## config.mk

```make
export PLATFORM = sky130hd
export DESIGN_NAME = tmrps_top
export DESIGN_NICKNAME = d
export VERILOG_FILES = /design/src/inc/tmrps_pkg.sv /design/src/hdl/tmrps_top.sv
export VERILOG_INCLUDE_DIRS = /design/src /design/src/inc
export SDC_FILE = /design/constraint.sdc
export NUM_CORES = 1
export LEC_CHECK = 0
export BUFFER_PORTS_ARGS = -buffer_cell sky130_fd_sc_hd__buf_2
export CAP_MARGIN = 20
export CORE_ASPECT_RATIO = 1.4
export CORE_UTILIZATION = 45
export DETAILED_ROUTE_END_ITERATION = 8
export PLACE_DENSITY = 0.67
export SLEW_MARGIN = 20
export SYNTH_ARGS = -nofsm -noshare
export SYNTH_HDL_FRONTEND = slang
export SYNTH_SLANG_ARGS = --single-unit
export TNS_END_PERCENT = 10
```

## constraint.sdc

```tcl
create_clock -name clk_sys_i -period 3.05 [get_ports clk_sys_i]
set_input_delay 0.1525 -clock clk_sys_i [delete_from_list [all_inputs] [get_ports clk_sys_i]]
set_output_delay 0.1525 -clock clk_sys_i [all_outputs]
set_load 0.005 [all_outputs]
```

## src/inc/tmrps_regs.svh

```systemverilog
/*
  tmrps_regs.svh: constants for the event timer and its shared scaler.
  assumes: included by bare name from the top-level design file; the package does not include it.
*/
`ifndef TMRPS_REGS_SVH
`define TMRPS_REGS_SVH

// ============================================================
// configuration field positions
`define TMRPS_CFG_RATIO_LSB 0
`define TMRPS_CFG_RATIO_MSB 2
`define TMRPS_CFG_ASSIGN_BIT 3

// ============================================================
// reset values
`define TMRPS_CFG_RESET 4'hF
`define TMRPS_COUNT_RESET 8'h00
`define TMRPS_SCALER_RESET 8'h00

// ============================================================
// timing
`define TMRPS_PHASES 2'h3
`define TMRPS_OSC_NS 100
`define TMRPS_MIN_HALF_NS (2 * `TMRPS_OSC_NS + 20)

`endif

```

## src/inc/tmrps_pkg.sv

```systemverilog
/*
  tmrps_pkg.sv: types for the event timer and its shared scaler.
  assumes: nothing beyond the constants header.
*/
package tmrps_pkg;

  // ============================================================
  // configuration carrier
  typedef struct packed {
    logic scaler_assign_select;
    logic [2:0] scaler_ratio_field;
  } tmrps_cfg_t;

  // ============================================================
  // whole module state
  typedef struct packed {
    logic [1:0] phase;
    logic pin_meta;
    logic pin_sync;
    logic pin_prev;
    logic [7:0] scaler;
    logic [7:0] scaler_prev;
    logic sample;
    logic sample_prev;
    logic [7:0] timer_count_reg;
    logic wd_tick;
    logic second_phase_tick;
    logic fourth_phase_tick;
  } tmrps_state_t;

endpackage : tmrps_pkg

```

## src/hdl/tmrps_top.sv

```systemverilog
/*
  tmrps_top.sv: 8-bit event timer on an external count pin, with one 8-bit
  scaler shared between the timer (prescale) and the watchdog (postscale).
  assumes: count pin is asynchronous; core supplies config, writes and
  watchdog clear/tick pulses on clk_sys_i.
*/
// Operation
// RQ1 - unassigned scaler: count pin goes straight to the synchroniser input
// RQ2 - scaler output sampled on second and fourth phase ticks
// RQ3 - source holds pin high and low at least 2 osc periods plus 20 ns
// RQ4 - assigned to timer, scaler divides pin by a binary chain, symmetric output
// RQ5 - with scaler, pin period at least 4 osc plus 40 ns over ratio
// RQ6 - timer increments only after the sampled scaler output rises
// RQ7 - one 8-bit counter serves timer or watchdog, never both
// RQ8 - the party without the scaler runs unscaled
// RQ9 - assignment bit and 3-bit ratio form configuration bits 3:0
// RQ10 - timer write clears scaler while assigned to timer
// RQ11 - watchdog clear resets scaler while assigned to watchdog
// RQ12 - scaler count is neither readable nor loadable
// RQ13 - timer-write clear leaves assignment and ratio untouched
// RQ14 - watchdog ratios reach 1:128; the code reaches 1:256 at ratio 7
// RQ15 - each sampled rising edge adds one to the count, wrapping to zero
`timescale 1ns/10ps
`default_nettype none
`include "tmrps_regs.svh"

module tmrps_top (
  // clock and reset
  input wire logic clk_sys_i,
  input wire logic reset_n_i,
  // configuration and core accesses
  input wire tmrps_pkg::tmrps_cfg_t cfg_i,
  input wire logic count_wr_i,
  input wire logic [7:0] count_wdata_i,
  input wire logic kick_watchdog_instr_i,
  input wire logic watchdog_raw_tick_i,
  // external pin
  input wire logic ext_count_clock_pin_i,
  // results
  output logic [7:0] timer_count_reg_o,
  output logic watchdog_counter_tick_o,
  output logic second_phase_tick_o,
  output logic fourth_phase_tick_o
);

  tmrps_pkg::tmrps_state_t s_q;
  tmrps_pkg::tmrps_state_t s_d;
  logic to_timer;
  logic scaler_in;
  logic scaler_out;
  logic scaler_rise;
  logic pin_rise;
  logic [2:0] ratio;

  // ============================================================
  // scaler routing
  assign to_timer = ~cfg_i.scaler_assign_select; // see RQ7 see RQ9
  assign ratio = cfg_i.scaler_ratio_field;
  // scaler clocked by pin when it owns the timer, else by watchdog ticks
  // edge taken behind the synchroniser, never from its first flop
  assign pin_rise = s_q.pin_sync & ~s_q.pin_prev;
  assign scaler_in = to_timer ? pin_rise : watchdog_raw_tick_i; // see RQ8
  assign scaler_rise = s_q.scaler[ratio] & ~s_q.scaler_prev[ratio];
  // bypass: pin feeds sampler directly when scaler belongs to watchdog
  assign scaler_out = to_timer ? s_q.scaler[ratio] : s_q.pin_sync; // see RQ1 see RQ4

  // ============================================================
  // next state
  always_comb begin
    s_d = s_q;
    // phase counter, one enable pulse per phase of interest
    s_d.phase = (s_q.phase == `TMRPS_PHASES) ? 2'h0 : s_q.phase + 2'h1;
    s_d.second_phase_tick = (s_d.phase == 2'h1);
    s_d.fourth_phase_tick = (s_d.phase == 2'h3);
    // pin comes from outside, two flops first, third flop only for the edge
    s_d.pin_meta = ext_count_clock_pin_i;
    s_d.pin_sync = s_q.pin_meta;
    s_d.pin_prev = s_q.pin_sync;
    s_d.scaler_prev = s_q.scaler;
    // binary counter bits act as the ripple chain, bit k halves bit k-1
    if (scaler_in) begin
      s_d.scaler = s_q.scaler + 8'h01; // see RQ4
    end
    // the owner of the scaler gets the divided rate, the other the raw one
    if (!to_timer) begin
      // postscaled watchdog tick up to 1:256
      s_d.wd_tick = scaler_rise; // see RQ14
    end else begin
      s_d.wd_tick = watchdog_raw_tick_i; // see RQ8
    end
    // sample on phase 2 and phase 4 only
    if (s_q.second_phase_tick | s_q.fourth_phase_tick) begin
      s_d.sample = scaler_out; // see RQ2
      s_d.sample_prev = s_q.sample;
      if (s_q.sample & ~s_q.sample_prev) begin
        s_d.timer_count_reg = s_q.timer_count_reg + 8'h01; // see RQ6 see RQ15
      end
    end
    if (count_wr_i) begin
      s_d.timer_count_reg = count_wdata_i;
      if (to_timer) begin
        s_d.scaler = `TMRPS_SCALER_RESET; // see RQ10 see RQ13
      end
    end
    if (kick_watchdog_instr_i && !to_timer) begin
      s_d.scaler = `TMRPS_SCALER_RESET; // see RQ11
    end
  end

  // ============================================================
  // state register
  // scaler never leaves the module, no load path exists; see RQ12
  always_ff @(posedge clk_sys_i) begin
    if (!reset_n_i) begin
      s_q <= '0;
    end else begin
      s_q <= s_d;
    end
  end

  // ============================================================
  // outputs, all straight from the state register
  // no output path is combinational, so the core sees clean levels
  assign timer_count_reg_o = s_q.timer_count_reg;
  assign watchdog_counter_tick_o = s_q.wd_tick;
  assign second_phase_tick_o = s_q.second_phase_tick;
  assign fourth_phase_tick_o = s_q.fourth_phase_tick;
endmodule : tmrps_top
`default_nettype wire

```

======== Yosys cells after proc, flatten, opt, wreduce, memory -nomap -nowiden ========
Index checks and enable logic that the tools add are counted.
storage, ports and cells
  memories kept ........................... 0
  latch bits .............................. 0
  register bits after elaboration ......... 34
  bits in read-only memories .............. 0
  bits in writable memories ............... 0
cells by class
  add/sub/neg operators ................... 3
  order comparisons ....................... 1
  bitwise gates (word level) .............. 8
  multiplexer cells ....................... 14
  reduce and logical (&&, ||, !) cells .... 5
  shift operators ......................... 0
  divide/modulo/power cells ............... 0
  $mul .................................... 0
  equal/unequal tests ..................... 3
operators by type and width
  operator                                                                      number
  8-bit two-way mux                                                             6
  8-bit by 1-bit adder with 8-bit output, second input constant                 2
  1-bit binary-select mux with 3-bit select                                     2
  1-bit two-way mux                                                             5
  2-bit == test, second input constant                                          2
  3-bit by 4-bit less-than comparator with 1-bit output, second input constant  1
  1-bit NOT                                                                     4
  2-bit nonzero test                                                            2
  1-bit bitwise AND                                                             3
  2-bit by 1-bit adder with 2-bit output, second input constant                 1
  2-bit by 1-bit == test with 1-bit output, second input constant               1
  2-bit two-way mux                                                             1
  2-bit AND reduction                                                           1
  2-bit OR reduction                                                            1
  1-bit logical AND                                                             1
  1-bit bitwise OR                                                              1

======== Longest topological paths before layout ========
  depth after elaboration ................. 6
  gate-level depth with buffers ........... 5
  mapped depth without buffers ............ 4

======== Worst setup path after synthesis ========
Ideal clock, no wire load.
  path kind ............................... reg-to-reg
  from .................................... reg s_q, in the netlist fourth_phase_tick_o
  to ...................................... reg s_q, in the netlist timer_count_reg_o[1]
  arrival time ............................ 1.381 ns
  path slack .............................. 1.553 ns
  buffers on the path ..................... 1
  setup time .............................. 0.116 ns
  clock period less this slack ............ 1.497 ns
  cell stages (with the launch flop) ...... 6
  cell sequence ........................... dfxtp_1 -> or2_2 -> buf_2 -> nand2_1 -> mux2_2 -> o211a_1
on the way
  cells in the longest elaborated chain, start to end .. 3
ends and longest elaborated chain
  item                                  RTL line          RTL
  from (decl)                           tmrps_top.sv:46   tmrps_pkg::tmrps_state_t s_q;
  from (signal assigned)                tmrps_top.sv:115  s_q <= '0;
  from (signal assigned)                tmrps_top.sv:117  s_q <= s_d;
  1-bit bitwise OR                      tmrps_top.sv:92   if (s_q.second_phase_tick | s_q.fourth_phase_tick) begin
  2-bit nonzero test (no source line)   --
  2-bit AND reduction (no source line)  --
No other way between the ends.
A chain may end at the register's enable or synchronous reset.

======== Worst setup path after layout ========
Ends and elaborated chain as after synthesis.

==> results by group <==
Global routing
  • Vias in the first global route: approximately 1,200
  • GR Util met1: 0.188
  • Total gr overflow: 0
  • Grt met2 use: 0.330
  • Pin count of the biggest net entering global routing: 29
  • GRT Total Usage: 0.184
  • First-pass GRT wire length: approximately 4900 µm
  • Initial antenna violation count: 0
  • Met3 Resource Use GR: 0.0629
  • Gr busiest metal: met2

Clocking
  • CTS H-Tree Depth: 2
  • Hold_buf cts: 0
  • CTS root buf: clkbuf_8
  • Post_cts resized: 0
  • Clk sinks: 34
  • Clk_lat worst skew: about 280 ps
  • CTS Buf Count: 5
  • Post-CTS setup buffer count: 0
  • Clk slew on worst S/H paths: around 70 ps
  • CTS tree: built
  • Clock Path Buffers: 2

Power
  • Pleak: a little under 0.8 nW
  • Cell Int Power: around 690 µW
  • Sw frac: 0.239
  • Comb power frac: 0.101
  • Max IR drop VDD: about 0.33 mV
  • Clock share of power: 0.371
  • Sw Pwr: approximately 220 µW
  • Sequential power share: 0.528
  • Power density over the cells: roughly 500 nW/µm²

STA
  • Fmax: roughly 670 MHz
  • Worst slew pin tran: just over 600 ps
  • Crit path time final: 1500 ps
  • Number of hold violations in the final report: 0
  • Rel. slew slack: 0.586
  • Skew final: roughly 3.1 ps
  • RSZ-0062 raised after global routing: false
  • Final period utilization: 0.490
  • Max Slew Vio Count: 0
  • # setup viols final: 0
  • TNS Setup: 0 ps

Route
  • Wirelength per Cell: about 13 µm
  • DRT iter0 DRCs: 5
  • Drt first pass iters: 4
  • Drt drc: 0
  • Post-route ant nets: 0
  • Vias/cell: between 5 and 6
  • Routed wire length: just under 3000 µm
  • Vias: roughly 1,100

Setup path
  • Crit path launch: fourth_phase_tick_o$_SDFF_PN0_
  • Crit end category: register
  • Kind of critical path: reg2reg
  • Critical Path AT: roughly 1700 ps
  • Crit path max fanout: 9
  • Setup crit start kind: register
  • Required time of the critical path: 3230 ps
  • RR Startpoint: fourth_phase_tick_o$_SDFF_PN0_

Final layout
  • Most frequent cells in the layout: dfxtp_1, buf_2, and2_1
  • Most common cell after layout, fill and taps aside: dfxtp_1
  • # diodes: 0
  • Share of cells above drive strength 1: 0.235
  • Fin util: 0.526
  • Post-layout nets: 201
  • P&R area growth vs syn: 12.0%

Placed design
  • Routability cong.: 0.825
  • Dpl hpwl: around 2200 µm
  • Buffers added on ports: 28

Worst hold path
  • Min-delay worst type: in2reg
  • Hold path start: ext_count_clock_pin_i

Synthesis
  • Number of flops mapped to enable cells by yosys: 0
  • Syn Std Cell Area: roughly 1600 µm²
  • Sequential share of the synthesized area: 0.429
  • Number of distinct library cells after synthesis: 36
  • Largest area contributor in the netlist: dfxtp_1
  • Top cell type's share of synthesized area: 0.429
  • Mapped Avg Cell Area: between 10 and 15 µm²
  • Mapped Nets: 180
  • Syn Inst Count: roughly 160
  • Main area contributors after synthesis: dfxtp_1, and2_1, xor2_1, ha_1, buf_4
  • Synth async-reset ratio: 0
  • Post-synthesis register bit count: 34
  • Synth Flop Type: dfxtp_1
  • Warnings from Yosys: 0

Floorplan
  • Core area: 3380 µm²
  • Die width: approximately 52 µm
  • Die area: ~3800 µm²
  • Starting density of the core: 0.470
  • Std-Cell Rows: 25
  • Die height: around 72 µm
  • IO Count: 29

Run
  • Max Cap Viol: 0

Outcome
  • Outcome: complete, no violations
## synthesized netlist by cell type (2+ instances only)
| cell type | n |
|---|---|
| dfxtp_1 | 34 |
| and2_1 | 17 |
| nor2_1 | 9 |
| buf_4 | 8 |
| nand2_1 | 8 |
| xor2_1 | 8 |
| o21ai_0 | 6 |
| a21oi_1 | 5 |
| ha_1 | 5 |
| nand4_1 | 5 |
| xnor2_1 | 5 |
| clkbuf_1 | 4 |
| o211a_1 | 4 |
| inv_1 | 3 |
| mux2i_1 | 3 |
| nand2b_1 | 3 |
| a211oi_1 | 2 |
| and3_1 | 2 |
| mux2_2 | 2 |
| mux4_1 | 2 |
| mux4_2 | 2 |
| nand3_1 | 2 |
| nor3b_1 | 2 |
| o2111ai_1 | 2 |
| o211ai_1 | 2 |
| o31ai_1 | 2 |
## worst paths after layout
kind                                                     endpoint  cells after the start  slack [ps]
worst min-delay path                           s_d[30]$_SDFF_PN0_                      2          80
worst max-delay path            timer_count_reg_o[1]$_SDFFE_PN0P_                      4        1550
worst max register to register  timer_count_reg_o[1]$_SDFFE_PN0P_                      4        1550
worst min register to register                 s_d[29]$_SDFF_PN0_                      1         440
## layout make-up
type / instances / area, µm²
fill: 323 / 1600
multi-input combinational: 106 / 805
sequential: 34 / 681
timing repair buffer: 28 / 140
clock buffer: 7 / 86.3
tap: 40 / 50.0
inverter: 3 / 11.3
clock inverter: 1 / 5.00
## power by group through the flow
stage / sequential (mW) / combinational (mW) / clock (mW)
2_1_floorplan: 0.486 / 0.0716 / 0
3_3_place_gp: 0.488 / 0.0896 / 0
3_5_place_dp: 0.489 / 0.0937 / 0
4_1_cts: 0.479 / 0.0938 / 0.346
5_1_grt: 0.482 / 0.104 / 0.364
6_report: 0.479 / 0.0919 / 0.337
## cells by family (layout without fill, tap and decap cells)
family,after synthesis,in the layout,share of synthesized area
mux,9,9,0.0946
compound gates,24,24,0.103
simple gates,55,55,0.198
fa+ha+maj,5,5,0.0394
xor+xnor,13,13,0.0717
flops,34,34,0.429
buf+inv,17,39,0.0646
## through the flow
stage               setup WS, ps  cell area (µm²)  hold WS, ps  std cells  power (mW)
floorplan                   1550             1590          280        157       0.558
global placement            1530             1690          360        211       0.578
detailed placement          1510             1690          368        211       0.583
CTS                         1560             1780         72.1        219       0.919
global route                1490             1780         78.8        219       0.950
finish                      1550             1780         77.8        219       0.908
## registers in the layout (all words and copies together) (netlist names)
name	cells
second_phase_tick_o	1
s_d	10
watchdog_counter_tick_o	1
s_q	13
timer_count_reg_o	8
fourth_phase_tick_o	1
## metal layers
layer	share of wire	up-vias
met5	0	-
met4	0.014	0
met3	0.030	4
met2	0.55	20
met1	0.41	537
li1	-	582
## critical path: stages, from the launching register on
cell,delay [ps]
dfxtp_1,310
or2_2,380
nand2_1,160
mux2_2,340
o211a_1,190
Note: power is estimated with default switching activity, not from simulation.
